--- src/tcc_pkg.sv ---
// constants shared by the timer capture/compare control block
`default_nettype none
package tcc_pkg;
   // bus geometry
   localparam int ADDR_W = 9;
   localparam int IDX_W = 7;
   localparam int DATA_W = 32;
   localparam int REG_W = 8;
   localparam int TIMERS = 4;
   localparam int CAP_CH = 4;
   // register indices, byte address is four times the index
   localparam logic [6:0] IER_IDX [0:3] = '{7'h61, 7'h66, 7'h70, 7'h75};
   localparam logic [6:0] RELOAD_IDX [0:3] = '{7'h64, 7'h69, 7'h73, 7'h78};
   localparam logic [6:0] CAP1_IDX = 7'h6A;
   localparam logic [6:0] CAP3_IDX = 7'h7B;
   // interrupt enable fields
   localparam int IER_USED_W = 7;
   localparam int CMP_EN_LSB = 3;
   localparam int CMP_EN_MSB = 6;
   localparam int CMP_TIMER = 3;
   // capture edge control fields
   localparam int CAP_A_LSB = 0;
   localparam int CAP_B_LSB = 2;
   localparam int CAP_USED_W = 4;
   localparam logic [1:0] EDGE_OFF = 2'h0;
   localparam logic [1:0] EDGE_FALL = 2'h1;
   localparam logic [1:0] EDGE_RISE = 2'h2;
   localparam logic [1:0] EDGE_BOTH = 2'h3;
   // reset values and bus responses
   localparam logic [7:0] REG_RESET = 8'h00;
   localparam logic [1:0] RESP_OKAY = 2'h0;
   localparam logic [1:0] RESP_SLVERR = 2'h2;
endpackage
`default_nettype wire

--- src/tcc_edge_detect.sv ---
// capture edge detector for one capture input
`default_nettype none
module tcc_edge_detect (
   input wire logic aclk,
   input wire logic aresetn,
   input wire logic capture_in,
   input wire logic [1:0] edge_sel,
   output logic capture_pulse
);
   logic prev_level;
   logic armed;
   wire logic rise_seen;
   wire logic fall_seen;
   wire logic next_pulse;

   // edge decode; codes 01 fall, 10 rise, 11 both, 00 off
   assign rise_seen = armed && !prev_level && capture_in;
   assign fall_seen = armed && prev_level && !capture_in;
   assign next_pulse = (edge_sel[0] && fall_seen) || (edge_sel[1] && rise_seen);

   // previous level, armed one cycle after reset so no false edge
   always_ff @(posedge aclk) begin
      if (!aresetn) begin
         prev_level <= 1'b0;
         armed <= 1'b0;
         capture_pulse <= 1'b0;
      end else begin
         prev_level <= capture_in;
         armed <= 1'b1;
         capture_pulse <= next_pulse;
      end
   end

   fall_edge_a: assert property (@(posedge aclk) disable iff (!aresetn)
      (edge_sel == tcc_pkg::EDGE_FALL) |-> ##1 (capture_pulse == $past(fall_seen)))
      else $error("falling edge capture wrong");
   rise_edge_a: assert property (@(posedge aclk) disable iff (!aresetn)
      (edge_sel == tcc_pkg::EDGE_RISE) |-> ##1 (capture_pulse == $past(rise_seen)))
      else $error("rising edge capture wrong");
   off_edge_a: assert property (@(posedge aclk) disable iff (!aresetn)
      (edge_sel == tcc_pkg::EDGE_OFF) |=> !capture_pulse)
      else $error("capture while disabled");
endmodule // tcc_edge_detect
`default_nettype wire

--- src/tcc_axil_slave.sv ---
// axi4-lite slave front end for the byte-wide timer registers
`default_nettype none
module tcc_axil_slave (
   input wire logic aclk,
   input wire logic aresetn,
   input wire logic [8:0] awaddr,
   input wire logic awvalid,
   output logic awready,
   input wire logic [31:0] wdata,
   input wire logic [3:0] wstrb,
   input wire logic wvalid,
   output logic wready,
   output logic [1:0] bresp,
   output logic bvalid,
   input wire logic bready,
   input wire logic [8:0] araddr,
   input wire logic arvalid,
   output logic arready,
   output logic [31:0] rdata,
   output logic [1:0] rresp,
   output logic rvalid,
   input wire logic rready,
   output logic wr_en,
   output logic [6:0] wr_index,
   output logic [7:0] wr_data,
   output logic wr_lane0,
   input wire logic wr_hit,
   output logic [6:0] rd_index,
   input wire logic [7:0] rd_data,
   input wire logic rd_hit
);
   logic aw_full;
   logic w_full;
   logic [6:0] aw_index;
   logic [7:0] w_byte;
   logic w_lane0;
   wire logic aw_take;
   wire logic w_take;
   wire logic ar_take;

   // handshakes and write commit
   assign aw_take = awvalid && awready;
   assign w_take = wvalid && wready;
   assign ar_take = arvalid && arready;
   assign wr_en = aw_full && w_full && !bvalid;
   assign wr_index = aw_index;
   assign wr_data = w_byte;
   assign wr_lane0 = w_lane0;
   assign rd_index = araddr[8:2];

   // write channels, address and data taken in either order
   always_ff @(posedge aclk) begin
      if (!aresetn) begin
         awready <= 1'b1;
         wready <= 1'b1;
         aw_full <= 1'b0;
         w_full <= 1'b0;
         aw_index <= 7'h00;
         w_byte <= 8'h00;
         w_lane0 <= 1'b0;
         bvalid <= 1'b0;
         bresp <= tcc_pkg::RESP_OKAY;
      end else begin
         if (aw_take) begin
            awready <= 1'b0;
            aw_full <= 1'b1;
            aw_index <= awaddr[8:2];
         end
         if (w_take) begin
            wready <= 1'b0;
            w_full <= 1'b1;
            w_byte <= wdata[7:0];
            w_lane0 <= wstrb[0];
         end
         if (wr_en) begin
            bvalid <= 1'b1;
            bresp <= wr_hit ? tcc_pkg::RESP_OKAY : tcc_pkg::RESP_SLVERR;
         end
         if (bvalid && bready) begin
            bvalid <= 1'b0;
            aw_full <= 1'b0;
            w_full <= 1'b0;
            awready <= 1'b1;
            wready <= 1'b1;
         end
      end
   end

   // read channel, data registered at address acceptance
   always_ff @(posedge aclk) begin
      if (!aresetn) begin
         arready <= 1'b1;
         rvalid <= 1'b0;
         rdata <= 32'h0000_0000;
         rresp <= tcc_pkg::RESP_OKAY;
      end else if (ar_take) begin
         arready <= 1'b0;
         rvalid <= 1'b1;
         rdata <= {24'h00_0000, rd_data};
         rresp <= rd_hit ? tcc_pkg::RESP_OKAY : tcc_pkg::RESP_SLVERR;
      end else if (rvalid && rready) begin
         rvalid <= 1'b0;
         arready <= 1'b1;
      end
   end
endmodule // tcc_axil_slave
`default_nettype wire

--- src/tcc_top.sv ---
// timer capture/compare control registers with axi4-lite access
// Contract
// - timer 3 enable bits 6..3 gate compare events 3..0 into requests, compare mode only
// - reload value is high byte above low byte, high bit 7 is bit 15
// - reload high byte is write-only, any value, zero after reset
// - edge field b: 00 off, 01 falling, 10 rising, 11 both edges
// - timer 1 fields b/a serve inputs 1/0, timer 3 fields b/a inputs 3/2
// - capture control registers exist only on timers 1 and 3
// - enable bits of functions absent in a timer have no effect
`default_nettype none
module tcc_top (
   input wire logic aclk,
   input wire logic aresetn,
   input wire logic [8:0] s_axi_awaddr,
   input wire logic s_axi_awvalid,
   output logic s_axi_awready,
   input wire logic [31:0] s_axi_wdata,
   input wire logic [3:0] s_axi_wstrb,
   input wire logic s_axi_wvalid,
   output logic s_axi_wready,
   output logic [1:0] s_axi_bresp,
   output logic s_axi_bvalid,
   input wire logic s_axi_bready,
   input wire logic [8:0] s_axi_araddr,
   input wire logic s_axi_arvalid,
   output logic s_axi_arready,
   output logic [31:0] s_axi_rdata,
   output logic [1:0] s_axi_rresp,
   output logic s_axi_rvalid,
   input wire logic s_axi_rready,
   input wire logic [7:0] reload_low_byte_0,
   input wire logic [7:0] reload_low_byte_1,
   input wire logic [7:0] reload_low_byte_2,
   input wire logic [7:0] reload_low_byte_3,
   output logic [15:0] reload_value_0,
   output logic [15:0] reload_value_1,
   output logic [15:0] reload_value_2,
   output logic [15:0] reload_value_3,
   input wire logic output_compare_mode,
   input wire logic compare_channel_0,
   input wire logic compare_channel_1,
   input wire logic compare_channel_2,
   input wire logic compare_channel_3,
   output logic compare0_irq,
   output logic compare1_irq,
   output logic compare2_irq,
   output logic compare3_irq,
   input wire logic capture_input_0,
   input wire logic capture_input_1,
   input wire logic capture_input_2,
   input wire logic capture_input_3,
   output logic capture_event_0,
   output logic capture_event_1,
   output logic capture_event_2,
   output logic capture_event_3
);
   logic [6:0] irq_enable [0:3];
   logic [7:0] reload_high_byte [0:3];
   logic [7:0] capture_ctl_1;
   logic [7:0] capture_ctl_3;
   logic [15:0] reload_q [0:3];
   logic [3:0] compare_irq_q;
   wire logic wr_en;
   wire logic [6:0] wr_index;
   wire logic [7:0] wr_data;
   wire logic wr_lane0;
   wire logic wr_hit;
   wire logic [6:0] rd_index;
   wire logic [7:0] rd_data;
   wire logic rd_hit;
   wire logic [3:0] ier_wr_hit;
   wire logic [3:0] ier_rd_hit;
   wire logic [3:0] reload_wr_hit;
   wire logic [3:0] reload_rd_hit;
   wire logic cap1_wr_hit;
   wire logic cap3_wr_hit;
   wire logic cap1_rd_hit;
   wire logic cap3_rd_hit;
   wire logic [7:0] ier_rd_data;
   wire logic [7:0] low_byte [0:3];
   wire logic [3:0] compare_event;
   wire logic [3:0] compare_enable;
   wire logic [3:0] next_compare_irq;
   wire logic [3:0] capture_in;
   wire logic [1:0] edge_sel [0:3];
   wire logic [3:0] capture_pulse;

   // bus slave front end
   tcc_axil_slave u_slave (
      .aclk(aclk),
      .aresetn(aresetn),
      .awaddr(s_axi_awaddr),
      .awvalid(s_axi_awvalid),
      .awready(s_axi_awready),
      .wdata(s_axi_wdata),
      .wstrb(s_axi_wstrb),
      .wvalid(s_axi_wvalid),
      .wready(s_axi_wready),
      .bresp(s_axi_bresp),
      .bvalid(s_axi_bvalid),
      .bready(s_axi_bready),
      .araddr(s_axi_araddr),
      .arvalid(s_axi_arvalid),
      .arready(s_axi_arready),
      .rdata(s_axi_rdata),
      .rresp(s_axi_rresp),
      .rvalid(s_axi_rvalid),
      .rready(s_axi_rready),
      .wr_en(wr_en),
      .wr_index(wr_index),
      .wr_data(wr_data),
      .wr_lane0(wr_lane0),
      .wr_hit(wr_hit),
      .rd_index(rd_index),
      .rd_data(rd_data),
      .rd_hit(rd_hit)
   );

   // gather per-channel ports into vectors
   assign low_byte[0] = reload_low_byte_0;
   assign low_byte[1] = reload_low_byte_1;
   assign low_byte[2] = reload_low_byte_2;
   assign low_byte[3] = reload_low_byte_3;
   assign compare_event = {compare_channel_3, compare_channel_2,
                           compare_channel_1, compare_channel_0};
   assign capture_in = {capture_input_3, capture_input_2, capture_input_1, capture_input_0};

   // capture decode, only two timers hold a capture register
   assign cap1_wr_hit = (wr_index == tcc_pkg::CAP1_IDX);
   assign cap3_wr_hit = (wr_index == tcc_pkg::CAP3_IDX);
   assign cap1_rd_hit = (rd_index == tcc_pkg::CAP1_IDX);
   assign cap3_rd_hit = (rd_index == tcc_pkg::CAP3_IDX);

   // per-timer decode, storage and reload assembly
   genvar t;
   generate
      for (t = 0; t < tcc_pkg::TIMERS; t++) begin : g_timer
         assign ier_wr_hit[t] = (wr_index == tcc_pkg::IER_IDX[t]);
         assign ier_rd_hit[t] = (rd_index == tcc_pkg::IER_IDX[t]);
         assign reload_wr_hit[t] = (wr_index == tcc_pkg::RELOAD_IDX[t]);
         assign reload_rd_hit[t] = (rd_index == tcc_pkg::RELOAD_IDX[t]);

         // enable and reload high registers; bit 7 of enable not stored
         always_ff @(posedge aclk) begin
            if (!aresetn) begin
               irq_enable[t] <= tcc_pkg::REG_RESET[6:0];
               reload_high_byte[t] <= tcc_pkg::REG_RESET;
            end else if (wr_en && wr_lane0) begin
               if (ier_wr_hit[t]) begin
                  irq_enable[t] <= wr_data[6:0];
               end
               if (reload_wr_hit[t]) begin
                  reload_high_byte[t] <= wr_data;
               end
            end
         end

         // reload value register
         always_ff @(posedge aclk) begin
            if (!aresetn) begin
               reload_q[t] <= 16'h0000;
            end else begin
               reload_q[t] <= {reload_high_byte[t], low_byte[t]};
            end
         end
      end
   endgenerate

   // capture edge control registers
   always_ff @(posedge aclk) begin
      if (!aresetn) begin
         capture_ctl_1 <= tcc_pkg::REG_RESET;
         capture_ctl_3 <= tcc_pkg::REG_RESET;
      end else if (wr_en && wr_lane0) begin
         if (cap1_wr_hit) begin
            capture_ctl_1 <= wr_data;
         end
         if (cap3_wr_hit) begin
            capture_ctl_3 <= wr_data;
         end
      end
   end

   // hit and read data selection, reload high reads as zero
   assign wr_hit = (|ier_wr_hit) || (|reload_wr_hit) || cap1_wr_hit || cap3_wr_hit;
   assign rd_hit = (|ier_rd_hit) || (|reload_rd_hit) || cap1_rd_hit || cap3_rd_hit;
   assign ier_rd_data = ier_rd_hit[0] ? {1'b0, irq_enable[0]} :
                        ier_rd_hit[1] ? {1'b0, irq_enable[1]} :
                        ier_rd_hit[2] ? {1'b0, irq_enable[2]} :
                        ier_rd_hit[3] ? {1'b0, irq_enable[3]} : 8'h00;
   assign rd_data = cap1_rd_hit ? capture_ctl_1 :
                    cap3_rd_hit ? capture_ctl_3 :
                    ier_rd_data;

   // compare requests, only the compare timer's bits act
   assign compare_enable =
      irq_enable[tcc_pkg::CMP_TIMER][tcc_pkg::CMP_EN_MSB:tcc_pkg::CMP_EN_LSB];
   assign next_compare_irq = compare_event & compare_enable & {4{output_compare_mode}};

   always_ff @(posedge aclk) begin
      if (!aresetn) begin
         compare_irq_q <= 4'h0;
      end else begin
         compare_irq_q <= next_compare_irq;
      end
   end

   // capture field to input mapping
   assign edge_sel[0] = capture_ctl_1[tcc_pkg::CAP_A_LSB +: 2];
   assign edge_sel[1] = capture_ctl_1[tcc_pkg::CAP_B_LSB +: 2];
   assign edge_sel[2] = capture_ctl_3[tcc_pkg::CAP_A_LSB +: 2];
   assign edge_sel[3] = capture_ctl_3[tcc_pkg::CAP_B_LSB +: 2];

   genvar c;
   generate
      for (c = 0; c < tcc_pkg::CAP_CH; c++) begin : g_cap
         tcc_edge_detect u_edge (
            .aclk(aclk),
            .aresetn(aresetn),
            .capture_in(capture_in[c]),
            .edge_sel(edge_sel[c]),
            .capture_pulse(capture_pulse[c])
         );
      end
   endgenerate

   // output fan-out, all from flip-flops
   assign reload_value_0 = reload_q[0];
   assign reload_value_1 = reload_q[1];
   assign reload_value_2 = reload_q[2];
   assign reload_value_3 = reload_q[3];
   assign compare0_irq = compare_irq_q[0];
   assign compare1_irq = compare_irq_q[1];
   assign compare2_irq = compare_irq_q[2];
   assign compare3_irq = compare_irq_q[3];
   assign capture_event_0 = capture_pulse[0];
   assign capture_event_1 = capture_pulse[1];
   assign capture_event_2 = capture_pulse[2];
   assign capture_event_3 = capture_pulse[3];

   // compare request checks
   compare_gate_a: assert property (@(posedge aclk) disable iff (!aresetn)
      (compare_channel_3 && output_compare_mode && irq_enable[3][6]) |=> compare3_irq)
      else $error("compare 3 request missing");
   compare0_gate_a: assert property (@(posedge aclk) disable iff (!aresetn)
      (compare_channel_0 && output_compare_mode && irq_enable[3][3]) |=> compare0_irq)
      else $error("compare 0 request missing");
   compare_mode_a: assert property (@(posedge aclk) disable iff (!aresetn)
      !output_compare_mode |=> !compare0_irq && !compare1_irq && !compare2_irq && !compare3_irq)
      else $error("request outside compare mode");
   compare_off_a: assert property (@(posedge aclk) disable iff (!aresetn)
      !irq_enable[3][5] |=> !compare2_irq)
      else $error("request from cleared enable");
   inert_bits_a: assert property (@(posedge aclk) disable iff (!aresetn)
      compare0_irq |-> $past(irq_enable[3][3]))
      else $error("request from inert enable bit");
   inert_bit1_a: assert property (@(posedge aclk) disable iff (!aresetn)
      compare1_irq |-> $past(irq_enable[3][4]))
      else $error("compare 1 request without enable");

   // reload assembly and access checks
   reload_concat_a: assert property (@(posedge aclk) disable iff (!aresetn)
      ##1 reload_value_1 == {$past(reload_high_byte[1]), $past(reload_low_byte_1)})
      else $error("reload value not assembled");
   reload_top_a: assert property (@(posedge aclk) disable iff (!aresetn)
      ##1 reload_value_3[15:8] == $past(reload_high_byte[3]))
      else $error("reload high byte misplaced");
   reload_wo_read_a: assert property (@(posedge aclk) disable iff (!aresetn)
      (s_axi_arvalid && s_axi_arready && s_axi_araddr[8:2] == tcc_pkg::RELOAD_IDX[2])
      |=> s_axi_rvalid && s_axi_rdata == 32'h0000_0000)
      else $error("reload high byte readable");
   reload_reset_a: assert property (@(posedge aclk)
      !aresetn |=> reload_high_byte[0] == 8'h00 && reload_high_byte[3] == 8'h00)
      else $error("reload high not cleared");

   // capture mapping and bus response checks
   cap_only_two_a: assert property (@(posedge aclk) disable iff (!aresetn)
      (wr_en && wr_index == 7'h65) |=> s_axi_bvalid && s_axi_bresp == tcc_pkg::RESP_SLVERR)
      else $error("capture write on timer 0 taken");
   cap_map_a: assert property (@(posedge aclk) disable iff (!aresetn)
      (capture_ctl_3[3:2] == 2'h0) |=> !capture_event_3)
      else $error("input 3 not on timer 3 field b");
   cap0_map_a: assert property (@(posedge aclk) disable iff (!aresetn)
      (capture_ctl_1[1:0] == 2'h0) |=> !capture_event_0)
      else $error("input 0 not on timer 1 field a");
   cap1_map_a: assert property (@(posedge aclk) disable iff (!aresetn)
      (capture_ctl_1[3:2] == 2'h0) |=> !capture_event_1)
      else $error("input 1 not on timer 1 field b");
   unmapped_read_a: assert property (@(posedge aclk) disable iff (!aresetn)
      (s_axi_arvalid && s_axi_arready && !rd_hit) |=> s_axi_rresp == tcc_pkg::RESP_SLVERR)
      else $error("unmapped read not refused");
   write_resp_a: assert property (@(posedge aclk) disable iff (!aresetn)
      (s_axi_awvalid && s_axi_awready && s_axi_wvalid && s_axi_wready) |=> ##1 s_axi_bvalid)
      else $error("write response late");
endmodule // tcc_top
`default_nettype wire

--- config.mk ---
export PLATFORM = sky130hd
export DESIGN_NAME = tcc_top
export DESIGN_NICKNAME = d
export VERILOG_FILES = /design/src/tcc_pkg.sv /design/src/tcc_edge_detect.sv /design/src/tcc_axil_slave.sv /design/src/tcc_top.sv
export SDC_FILE = /design/constraint.sdc
export NUM_CORES = 1
export LEC_CHECK = 0
export BUFFER_PORTS_ARGS = -buffer_cell sky130_fd_sc_hd__buf_2
export CAP_MARGIN = 15
export CORE_MARGIN = 1.5
export CORE_UTILIZATION = 47
export DETAILED_ROUTE_END_ITERATION = 10
export PLACE_DENSITY = 0.76
export SYNTH_ARGS = -nofsm -noshare
export SYNTH_HDL_FRONTEND = slang
export SYNTH_HIERARCHICAL = 1
export SYNTH_SLANG_ARGS = --single-unit
--- constraint.sdc ---
create_clock -name aclk -period 2.1 [get_ports aclk]
set_input_delay 0 -clock aclk [delete_from_list [all_inputs] [get_ports aclk]]
set_output_delay 0 -clock aclk [all_outputs]
set_load 0.02 [all_outputs]
==> summary.md, run 1 <==
| Metric | Value |
|---|---|
| Final wirelength | 16,030 um |
| Critical Path Sink Type | flip-flop |
| # IOs | 215 |
| Die area | 16,540 sq um |
| Layout cells sized above 1 | 27.55% |
| Slew Limit Fails | 0 |
| Placer Congestion | 0.8457 |
| Setup TNS | 0 ns |
| Arrival @ worst endpoint | 2.23 ns |
| Core outline area | 15,310 sq um |
| Critical path class | flip-flop to flip-flop |
| Die Width | 128.6 um |
| Drt first pass iters | 4 |
| Sequential share of the synthesized area | 59.11% |
| Total track usage | 19.75% |
| Reported max-cap violation count | 0 |
| Status | finished, final reports clean |
| Worst-Skew Late Latency | 0.43 ns |
| Pwr Density | 813.2 nW/um^2 |
| Min-Delay Path Class | primary input to flip-flop |
| Worst Setup SP | u_slave/bvalid |
| Slack of the critical path | 0.1645 ns |
| RSZ-0062 raised after global routing | false |
| Yosys reg bits | 189 |
| First-pass GRT wire length | 25,040 um |
| Post-synthesis cell count | 645 |
| CTS tree | built |
| Diode count | 0 |
| Setup-failing EPs final | 0 |
| CTS Buf Count | 17 |
| Reg2reg start | u_slave/bvalid |
| Area grow syn2layout | 29.17% |
| Antenna viol nets, final | 0 |
| Mapped Area | 7417 sq um |
| Core Rows | 45 |
| Final hold violation count | 0 |
| Grt ovf | 0 |
| Ranking of synthesized cells by area | dfxtp_1 35%, edfxtp_1 24%, and2_1 10% |
| Root buf cell | clkbuf_16 |
| Starting Density | 48.43% |
| Fin crit share | 92.17% |
| DRT iter0 DRCs | 284 |
| Fmax | 516.7 MHz |
| WL/cell | 14.67 um |
| Clock-pin transition on the worst setup and hold timing paths | 0.08 ns |
| Max transition margin | 57.93% |
| Max Root-Sink Buffers | 2 |
| Syn avg cell area | 11.50 sq um |
| Die Ht | 128.6 um |
| Worst Skew | 0.01167 ns |
| Leak | 4.084 nW |
| Crit path max fanout | 8 |
| Synth cell types | 55 |
| Ys flop type | dfxtp_1 |
| Number of global-route vias before repair | 4,941 |
| Synthesis Warnings | 6 |
| Worst R2R End | reload_high_byte[1][4] |
| Post-route DRC | 0 |
| PortBufs | 157 |
| Path depth of the worst reg2reg path | 5 |
| Minimum clock period | 1.936 ns |
| Post-synth EDFFs | 60 |
| Async S/R FF share, synth | 0% |
| Vias per std cell | 4.816 |
| Vias post-DR | 5,264 |
| WP data required | 2.39 ns |
| Sink Count | 189 |
| Worst-Margin Slew | 0.6302 ns |
| Nets | 971 |
| Initial antenna violation count | 0 |
| Peak VDD IR | 617.6 uV |
| H-tree Lvls | 4 |
| Largest net degree at the start of global routing | 74 |
| CP Launch Type | flip-flop |
| Share of the synthesized area in the top cell type | 34.82% |
| DP HPWL | 10,300 um |
| Area leader, netlist | dfxtp_1 |
| Post-layout util | 62.56% |
| Dpl ws | 0.1662 ns |
| Critical Path End | reload_high_byte[1][4] |
| Flop2flop setup slack | 0.16 ns |
## flip-flops by register name (all words and copies together), names as in the netlist, 4 cells and up
signal / cells
capture_ctl_1: 8
capture_ctl_3: 8
compare_irq_q: 4
g_cap.u_edge/armed: 4
g_cap.u_edge/capture_pulse: 4
g_cap.u_edge/prev_level: 4
irq_enable: 28
reload_high_byte: 32
reload_q: 64
u_slave/rdata: 8
u_slave/wr_data: 8
u_slave/wr_index: 7
## cells by family after synthesis
| group | after synthesis | synth area share, % |
|---|---|---|
| and+or+nand+nor | 259 | 21.20 |
| DFF | 189 | 59.11 |
| AOI/OAI and AO/OA | 107 | 10.86 |
| buffers and inverters | 71 | 6.376 |
| muxes | 16 | 2.159 |
| xor gates and xnor gates | 2 | 0.2362 |
| other | 1 | 0.05056 |
## where the power goes
part           switching (mW)  leakage [nW]  internal (mW)
registers               0.104          1.68           3.89
clock network            1.50         0.295           1.65
logic                   0.352          2.11          0.292
total                    1.95          4.08           5.84
## critical path, cell delays in order, from the launching register on
cell	delay (ns)
dfxtp_1	0.34
and3b_1	0.39
nand4b_4	0.19
or2_2	0.32
nor2_1	0.36
and2_1	0.20
## cell type report
type                            count  area [sq um]
Clock buffer                       18         450.4
Clock inverter                     14         151.4
Fill cell                        1216          5734
Inverter                            4         15.01
Multi-Input combinational cell    410          2659
Sequential cell                   189          4384
Tap cell                          211         264.0
Timing Repair Buffer              247          1657
## worst min path at each step
stage	from	endpoint	slack, ns	depth (start not counted)
2_1_floorplan	aresetn	g_cap[0].u_edge/armed	0.03	0
3_3_place_gp	reload_low_byte_3[7]	reload_q[3][7]	0.21	2
3_5_place_dp	reload_low_byte_1[7]	reload_q[1][7]	0.21	2
4_1_cts	output_compare_mode	compare_irq_q[0]	0.005	3
5_1_grt	output_compare_mode	compare_irq_q[0]	0.04	3
6_report	output_compare_mode	compare_irq_q[0]	0.02	3
## Yosys cell counts, types with 8 or more instances
cell	n
clkbuf_1	13
nor2_1	30
a22oi_1	8
a21oi_1	32
and2_1	121
buf_4	34
nand3_1	29
o21ai_0	10
nand2_1	20
nand3b_1	8
a21bo_2	21
mux2i_1	16
buf_2	12
and3_1	14
dfxtp_1	129
edfxtp_1	60
## layer usage
| metal | vias up | track usage, % | wire [um] |
|---|---|---|---|
| met5 | - | 0 | 0 |
| met2 | 164 | 34.03 | 7908 |
| li1 | 2633 | - | - |
| met3 | 20 | 4.449 | 835 |
| met1 | 2447 | 24.27 | 7058 |
| met4 | 0 | 7.535 | 229 |
## per-stage QoR
stage | hold WS [ns] | instance area, sq um | cells | total power [mW]
6_report | 0.02228 | 9580 | 1093 | 7.791
5_1_grt | 0.03802 | 9580 | 1093 | 8.100
4_1_cts | 0.004901 | 9575 | 1093 | 7.846
3_5_place_dp | 0.2091 | 8193 | 983 | 4.603
3_3_place_gp | 0.2058 | 8193 | 983 | 4.593
2_1_floorplan | 0.02772 | 7511 | 670 | 4.455
## layout by cell type, fill, tap and decap left out, types with 3 or more instances in the layout
cell           instances
buf_2                157
dfxtp_1              129
and2_1               121
dlygate4sd3_1         78
edfxtp_1              60
a21oi_1               32
nor2_1                30
nand3_1               29
conb_1                26
a21bo_2               21
nand2_1               20
clkbuf_16             18
mux2i_1               16
and3_1                14
buf_4                 12
o21ai_0               10
a22oi_1                8
nand3b_1               8
o22ai_1                6
a22o_1                 6
a221oi_1               6
nor2b_1                5
clkinv_8               5
inv_6                  4
and2_2                 4
and3b_1                3
o211a_1                3
or2_2                  3
a21bo_1                3
a21oi_2                3
## what timing repair did
item / in CTS / in global routing
setup endpoints to repair: 0 / 16
gates resized for setup: 0 / 1
hold endpoints to repair: 79 / 0
setup buffers: 0 / 0
hold buffers: 78 / 0
Note: power is estimated with default switching activity, not from simulation.
==> run 2, diff against run 1 <==
- ABC_AREA: default -> 1
- CORE_UTILIZATION: 47 -> 46
- PLACE_DENSITY: 0.76 -> 0.75
==> run 2 against run 1 <==
Compared with the run above: clock power shrank 11%; synthesized area fell by 1.7%; register-to-register slack gained 0.13 ns; die area up 0.43%; sequential share of layout area up 1.2 points; non-clock buffer count is 12 lower; critical path depth is 1 higher; clock-buffer cell count rose by 4; critical endpoint is now irq_enable[2][6].
==> summary.md, run 2 <==
| Metric | Value |
|---|---|
| Status | finished, final reports clean |
| Final hold violation count | 0 |
| Worst Setup SP | u_slave/aw_full |
| Share of the synthesized area in the top cell type | 35.42% |
| CP Launch Type | flip-flop |
| Vias per std cell | 4.501 |
| CTS tree | built |
| Max transition margin | 58.17% |
| Reg with most FFs | reload_q |
| PortBufs | 157 |
| Top cells by count, synth | 171 x nand2_1, 155 x nor2_1, 129 x dfxtp_1 |
| Fill cells | 1,321 |
| Root buf cell | clkbuf_16 |
| Ys flop type | dfxtp_1 |
| Total track usage | 19.03% |
| Nets | 1,148 |
| Critical Path End | irq_enable[2][6] |
| Mapped Area | 7291 sq um |
| Worst-Margin Slew | 0.6275 ns |
| Crit path max fanout | 9 |
| Yosys reg bits | 189 |
| Die Width | 128.9 um |
| H-tree Lvls | 4 |
| Synth cell types | 33 |
| WP data required | 2.20 ns |
| Placer Congestion | 0.8636 |
| DP HPWL | 10,160 um |
| Peak VDD IR | 684.1 uV |
| Critical Path Sink Type | flip-flop |
| Post-route DRC | 0 |
| Setup Fix Bufs, Post-CTS | 0 |
| Number of gates resized after cts | 0 |
| Fmax | 555.1 MHz |
| Minimum clock period | 1.801 ns |
| Leak | 4.709 nW |
| Max Root-Sink Buffers | 2 |
| Initial antenna violation count | 0 |
| Starting Density | 47.61% |
| Area grow syn2layout | 28.08% |
| # IOs | 215 |
| Post-synthesis cell count | 819 |
| Commonest non-fill, non-tap cell in the layout | nand2_1 |
| Vias post-DR | 5,721 |
| First-pass GRT wire length | 24,590 um |
| Max reg flops | 64 |
| Core outline area | 15,310 sq um |
| Worst Skew | 0.009160 ns |
| Final wirelength | 15,680 um |
| Drt first pass iters | 5 |
| Top-count cell post-synth | nand2_1 |
| Setup TNS | 0 ns |
| Grt ovf | 0 |
| Reg2reg start | u_slave/aw_full |
| Clock-pin transition on the worst setup and hold timing paths | 0.07 ns |
| Core Rows | 45 |
| Reported max-cap violation count | 0 |
| Arrival @ worst endpoint | 1.90 ns |
| Die area | 16,610 sq um |
| RSZ-0062 raised after global routing | false |
| Area leader, netlist | dfxtp_1 |
| Synthesis Warnings | 6 |
| Antenna viol nets, final | 0 |
| Biggest regs | reload_q (64), reload_high_byte (32), irq_enable (28) |
| Die Ht | 128.9 um |
| Worst R2R End | irq_enable[2][6] |
| Commonest non-fill, non-tap cells in the layout | 171 x nand2_1, 156 x buf_2, 155 x nor2_1 |
| Flop2flop setup slack | 0.30 ns |
| Sequential share of the synthesized area | 60.13% |
| DRT iter0 DRCs | 360 |
| Worst-Skew Late Latency | 0.42 ns |
| Min-Delay Path Class | primary input to flip-flop |
| Post-synth EDFFs | 60 |
| Largest net degree at the start of global routing | 59 |
| Layout cells sized above 1 | 23.04% |
| Ranking of synthesized cells by area | dfxtp_1 35%, edfxtp_1 25%, nand2_1 8.8% |
| Syn avg cell area | 8.902 sq um |
| Fin crit share | 85.78% |
| DP Cell Count | 1,170 |
| Pwr Density | 807.6 nW/um^2 |
| Slew Limit Fails | 0 |
| Post-route insts no fill | 1,271 |
| WL/cell | 12.34 um |
| Sink Count | 189 |
| Critical path class | flip-flop to flip-flop |
| CTS hold repair buffers | 68 |
| Async S/R FF share, synth | 0% |
| CTS Buf Count | 17 |
| Path depth of the worst reg2reg path | 6 |
| Setup-failing EPs final | 0 |
| Number of global-route vias before repair | 5,170 |
[run 2: cell types whose count changed in the layout (fill, tap and decap cells not counted), moves of 8 or more]
cell	before	now
nand2_1	20	171
nor2_1	30	155
and2_1	121	0
inv_1	2	101
o21ai_0	10	36
a21bo_2	21	0
a21oi_1	32	13
mux2i_1	16	0
nor2_2	0	16
and3_1	14	0
o21ai_2	0	12
dlygate4sd3_1	78	68
a22oi_1	8	0
[run 2: worst min-delay path by stage]
stage,startpoint,cells after the start,slack [ns],endpoint
4_1_cts,aresetn,1,0.01,g_cap[1].u_edge/armed
3_3_place_gp,reload_low_byte_3[0],3,0.18,reload_q[3][0]
5_1_grt,aresetn,1,0.05,g_cap[1].u_edge/armed
2_1_floorplan,aresetn,0,0.03,g_cap[0].u_edge/armed
3_5_place_dp,reload_low_byte_3[6],3,0.19,reload_q[3][6]
6_report,aresetn,1,0.03,g_cap[1].u_edge/armed
[run 2: critical path, cell delays in order (launching register included)]
cell,delay (ns)
dfxtp_1,0.36
nand2_1,0.10
nor2_2,0.20
nand2_2,0.18
nor3_4,0.28
nand2_1,0.09
nand2_1,0.25
[run 2: logic make-up after synthesis]
family	Yosys count	synth area share, %
DFF	189	60.13
other	1	0.05144
AOI/OAI and AO/OA	64	5.148
and+or+nand+nor	399	23.56
buffers and inverters	166	11.10
[run 2: per-layer routing]
metal	up-vias	global-route usage (%)	wire, um
met5	-	0	0
met1	2614	23.21	6661
li1	2930	-	-
met4	0	6.279	225
met2	155	33.82	8049
met3	22	3.701	741
[run 2: final cells by class]
type                            instances  area (sq um)  area share [%]
Clock inverter                         10         65.06          0.6968
Timing Repair Buffer                  235          1556           16.67
Clock buffer                           22         444.2           4.757
Inverter                              114         430.4           4.609
Antenna cell                            1         2.502         0.02680
Tap cell                              211         264.0           2.827
Sequential cell                       189          4384           46.95
Multi-Input combinational cell        489          2191           23.46
[run 2: where the power goes]
part	switching, mW	internal [mW]
Combinational	0.478	0.280
Sequential	0.0729	3.92
Clock	1.29	1.51
Total	1.84	5.70
[run 2: metrics by stage]
stage                     worst slack, ns  utilization [%]  instance area, sq um  total power [mW]  hold slack (ns)
after floorplan                    0.2572                -                  7385             4.532          0.02772
after global placement             0.4016            53.19                  8145             4.712           0.1795
after detailed placement           0.3313            53.19                  8145             4.726           0.1854
after CTS                          0.3105            60.96                  9335             7.579          0.01451
after global routing               0.1274            60.96                  9335             7.830          0.04602
final                              0.2985            60.97                  9338             7.541          0.02695
==> run 3, diff against run 2 <==
--- a/config.mk
+++ b/config.mk
@@ -13,4 +13,5 @@
 export DETAILED_ROUTE_END_ITERATION = 10
 export PLACE_DENSITY = 0.75
+export SKIP_LAST_GASP = 1
 export SYNTH_ARGS = -nofsm -noshare
 export SYNTH_HDL_FRONTEND = slang
==> constraint.sdc (replaced) <==
create_clock -name aclk -period 1.5 [get_ports aclk]
set_input_delay 0.075 -clock aclk [delete_from_list [all_inputs] [get_ports aclk]]
set_output_delay 0.075 -clock aclk [all_outputs]
set_load 0.02 [all_outputs]
==> run 3 against run 2 <==
Compared with the run above: critical path type unchanged; power grew 49%; cell area grew 3.7%; cell count grew 1.0%; register-to-register slack lost 0.29 ns; clock power grew 63%.
==> summary.md, run 3 (synthesis gave the netlist of run 2 again) <==
| Metric | Value |
|---|---|
| Min-Delay Endpoint | compare_irq_q[1] |
| Root buf cell | clkbuf_16 |
| Vias per std cell | 4.510 |
| RSZ-0062 raised after global routing | true |
| Total power | 11.24 mW |
| Switching Fraction | 24.72% |
| Combinational power share | 9.8% |
| Worst R2R End | reload_high_byte[3][6] |
| Sink Count | 189 |
| Die Ht | 128.9 um |
| CP Launch Type | flip-flop |
| FF/Latch Area | 4394 sq um |
| WP data required | 1.60 ns |
| Arrival @ worst endpoint | 1.60 ns |
| Clock-pin transition on the worst setup and hold timing paths | 0.07 ns |
| Biggest regs | reload_q (64), reload_high_byte (32), irq_enable (28) |
| Fill cells | 1,235 |
| Peak VDD IR | 895.4 uV |
| PortBufs | 157 |
| Largest net degree at the start of global routing | 39 |
| NetSw | 2.778 mW |
| Die area | 16,610 sq um |
| Leak | 4.867 nW |
| Grt ovf | 0 |
| WL/cell | 12.57 um |
| Layout cells sized above 1 | 27.68% |
| Critical Path Sink Type | flip-flop |
| Minimum clock period | 1.495 ns |
| Worst Skew | 0.009746 ns |
| Setup-failing EPs final | 0 |
| Critical path class | flip-flop to flip-flop |
| Diode count | 0 |
| Slew Limit Fails | 0 |
| Worst-Skew Late Latency | 0.43 ns |
| Post-layout util | 63.24% |
| Area grow syn2layout | 32.83% |
| Critical path's slowest cell | dfxtp_2 |
| First-pass GRT wire length | 24,860 um |
| CP most frequent cell | nand2_1 |
| H-tree Lvls | 4 |
| Placer Congestion | 0.8939 |
| Number of global-route vias before repair | 5,331 |
| # IOs | 215 |
| Path depth of the worst reg2reg path | 7 |
| Reported max-cap violation count | 0 |
| Hold wc startpoint | output_compare_mode |
| Hold slack | 0.02543 ns |
| Critical path, cell by cell | nand2_4, nor2_4, buf_4, nand4_4, inv_2, nand2_1, nand2_1 |
| Post-route DRC | 0 |
| Crit path max fanout | 8 |
| Multi-input gate area | 2326 sq um |
| Core outline area | 15,310 sq um |
| Fmax | 668.7 MHz |
| Part of the power in registers | 49.7% |
| Starting Density | 47.61% |
| Nets | 1,162 |
| Die Width | 128.9 um |
| Max reg flops | 64 |
| Final hold violation count | 0 |
| CTS tree | built |
| Reg with most FFs | reload_q |
| Commonest non-fill, non-tap cell in the layout | nand2_1 |
| Worst-Margin Slew | 0.5264 ns |
| Dpl ws | -0.02086 ns |
| Clk pwr share | 40.5% |
| Status | finished, final reports clean |
| Core Rows | 45 |
| CTS Buf Count | 17 |
| Total track usage | 19.57% |
| Setup TNS | 0 ns |
| DRT iter0 DRCs | 314 |
| Final wirelength | 16,140 um |
| Flop2flop setup slack | 0.005 ns |
| Fin crit share | 99.69% |
| Largest stage delay, worst path | 0.36 ns |
| Min-Delay Path Class | primary input to flip-flop |
| Initial antenna violation count | 0 |
| Slack of the critical path | 0.004621 ns |
| Internal | 8.459 mW |
| Antenna viol nets, final | 0 |
| Reg2reg start | u_slave/aw_full |
| Vias post-DR | 5,791 |
| Hold Path Depth | 3 |
| Pwr Density | 1160 nW/um^2 |
| Max Root-Sink Buffers | 2 |
| DP HPWL | 10,520 um |
| Commonest non-fill, non-tap cells in the layout | 166 x nand2_1, 156 x buf_2, 143 x nor2_1 |
| Drt first pass iters | 4 |
| Max transition margin | 64.87% |
run 3: how the worst max path moves through the flow:
stage	from	endpoint	slack, ns	cells after the start
finish	u_slave/aw_full	reload_high_byte[3][6]	0.005	7
global placement	u_slave/wr_index[5]	reload_high_byte[0][4]	0.04	5
CTS	u_slave/aw_full	reload_high_byte[0][4]	0.002	6
detailed placement	u_slave/wr_index[5]	reload_high_byte[0][4]	-0.02	5
global route	u_slave/aw_full	irq_enable[2][0]	-0.09	7
floorplan	u_slave/wr_index[2]	reload_high_byte[0][0]	-0.07	4
run 3: routing by layer:
metal / global-route usage [%] / up-vias / part of all wire (%)
li1: - / 2966 / -
met1: 23.29 / 2622 / 43
met2: 34.35 / 180 / 50
met3: 4.116 / 23 / 5.4
met4: 8.262 / 0 / 1.7
met5: 0 / - / 0
run 3: worst max-delay path, delay by kind of cell (launching register included):
family | cells | cell delay [ns]
buf+inv | 2 | 0.21
simple gates | 5 | 0.60
flops | 1 | 0.36
run 3: timing repair:
action / CTS / global route
pin swaps: 0 / 12
endpoints found under the setup margin: 8 / 110
hold buffers: 62 / 0
resized for setup: 1 / 36
endpoints found under the hold margin: 66 / 0
cloned: 0 / 1
buffers inserted: 0 / 6
run 3: area by class of cell:
class | count | area share [%]
timing repair buffer | 248 | 17.09
clock inverter | 14 | 1.809
inverter | 114 | 4.444
multi-input combinational | 490 | 24.02
clock buffer | 18 | 4.535
sequential | 189 | 45.37
tap | 211 | 2.726
run 3: power groups by stage:
stage	combinational (mW)	sequential [mW]	clock [mW]
6_report	1.10	5.59	4.55
2_1_floorplan	0.525	5.82	0
3_3_place_gp	0.935	5.69	0
3_5_place_dp	0.950	5.69	0
4_1_cts	1.07	5.58	4.65
5_1_grt	1.21	5.61	4.88
run 3: metrics by stage:
step,area [sq um],instances
CTS,9507,1277
finish,9684,1284
global route,9684,1284
global placement,8269,1183
floorplan,7398,844
detailed placement,8269,1183
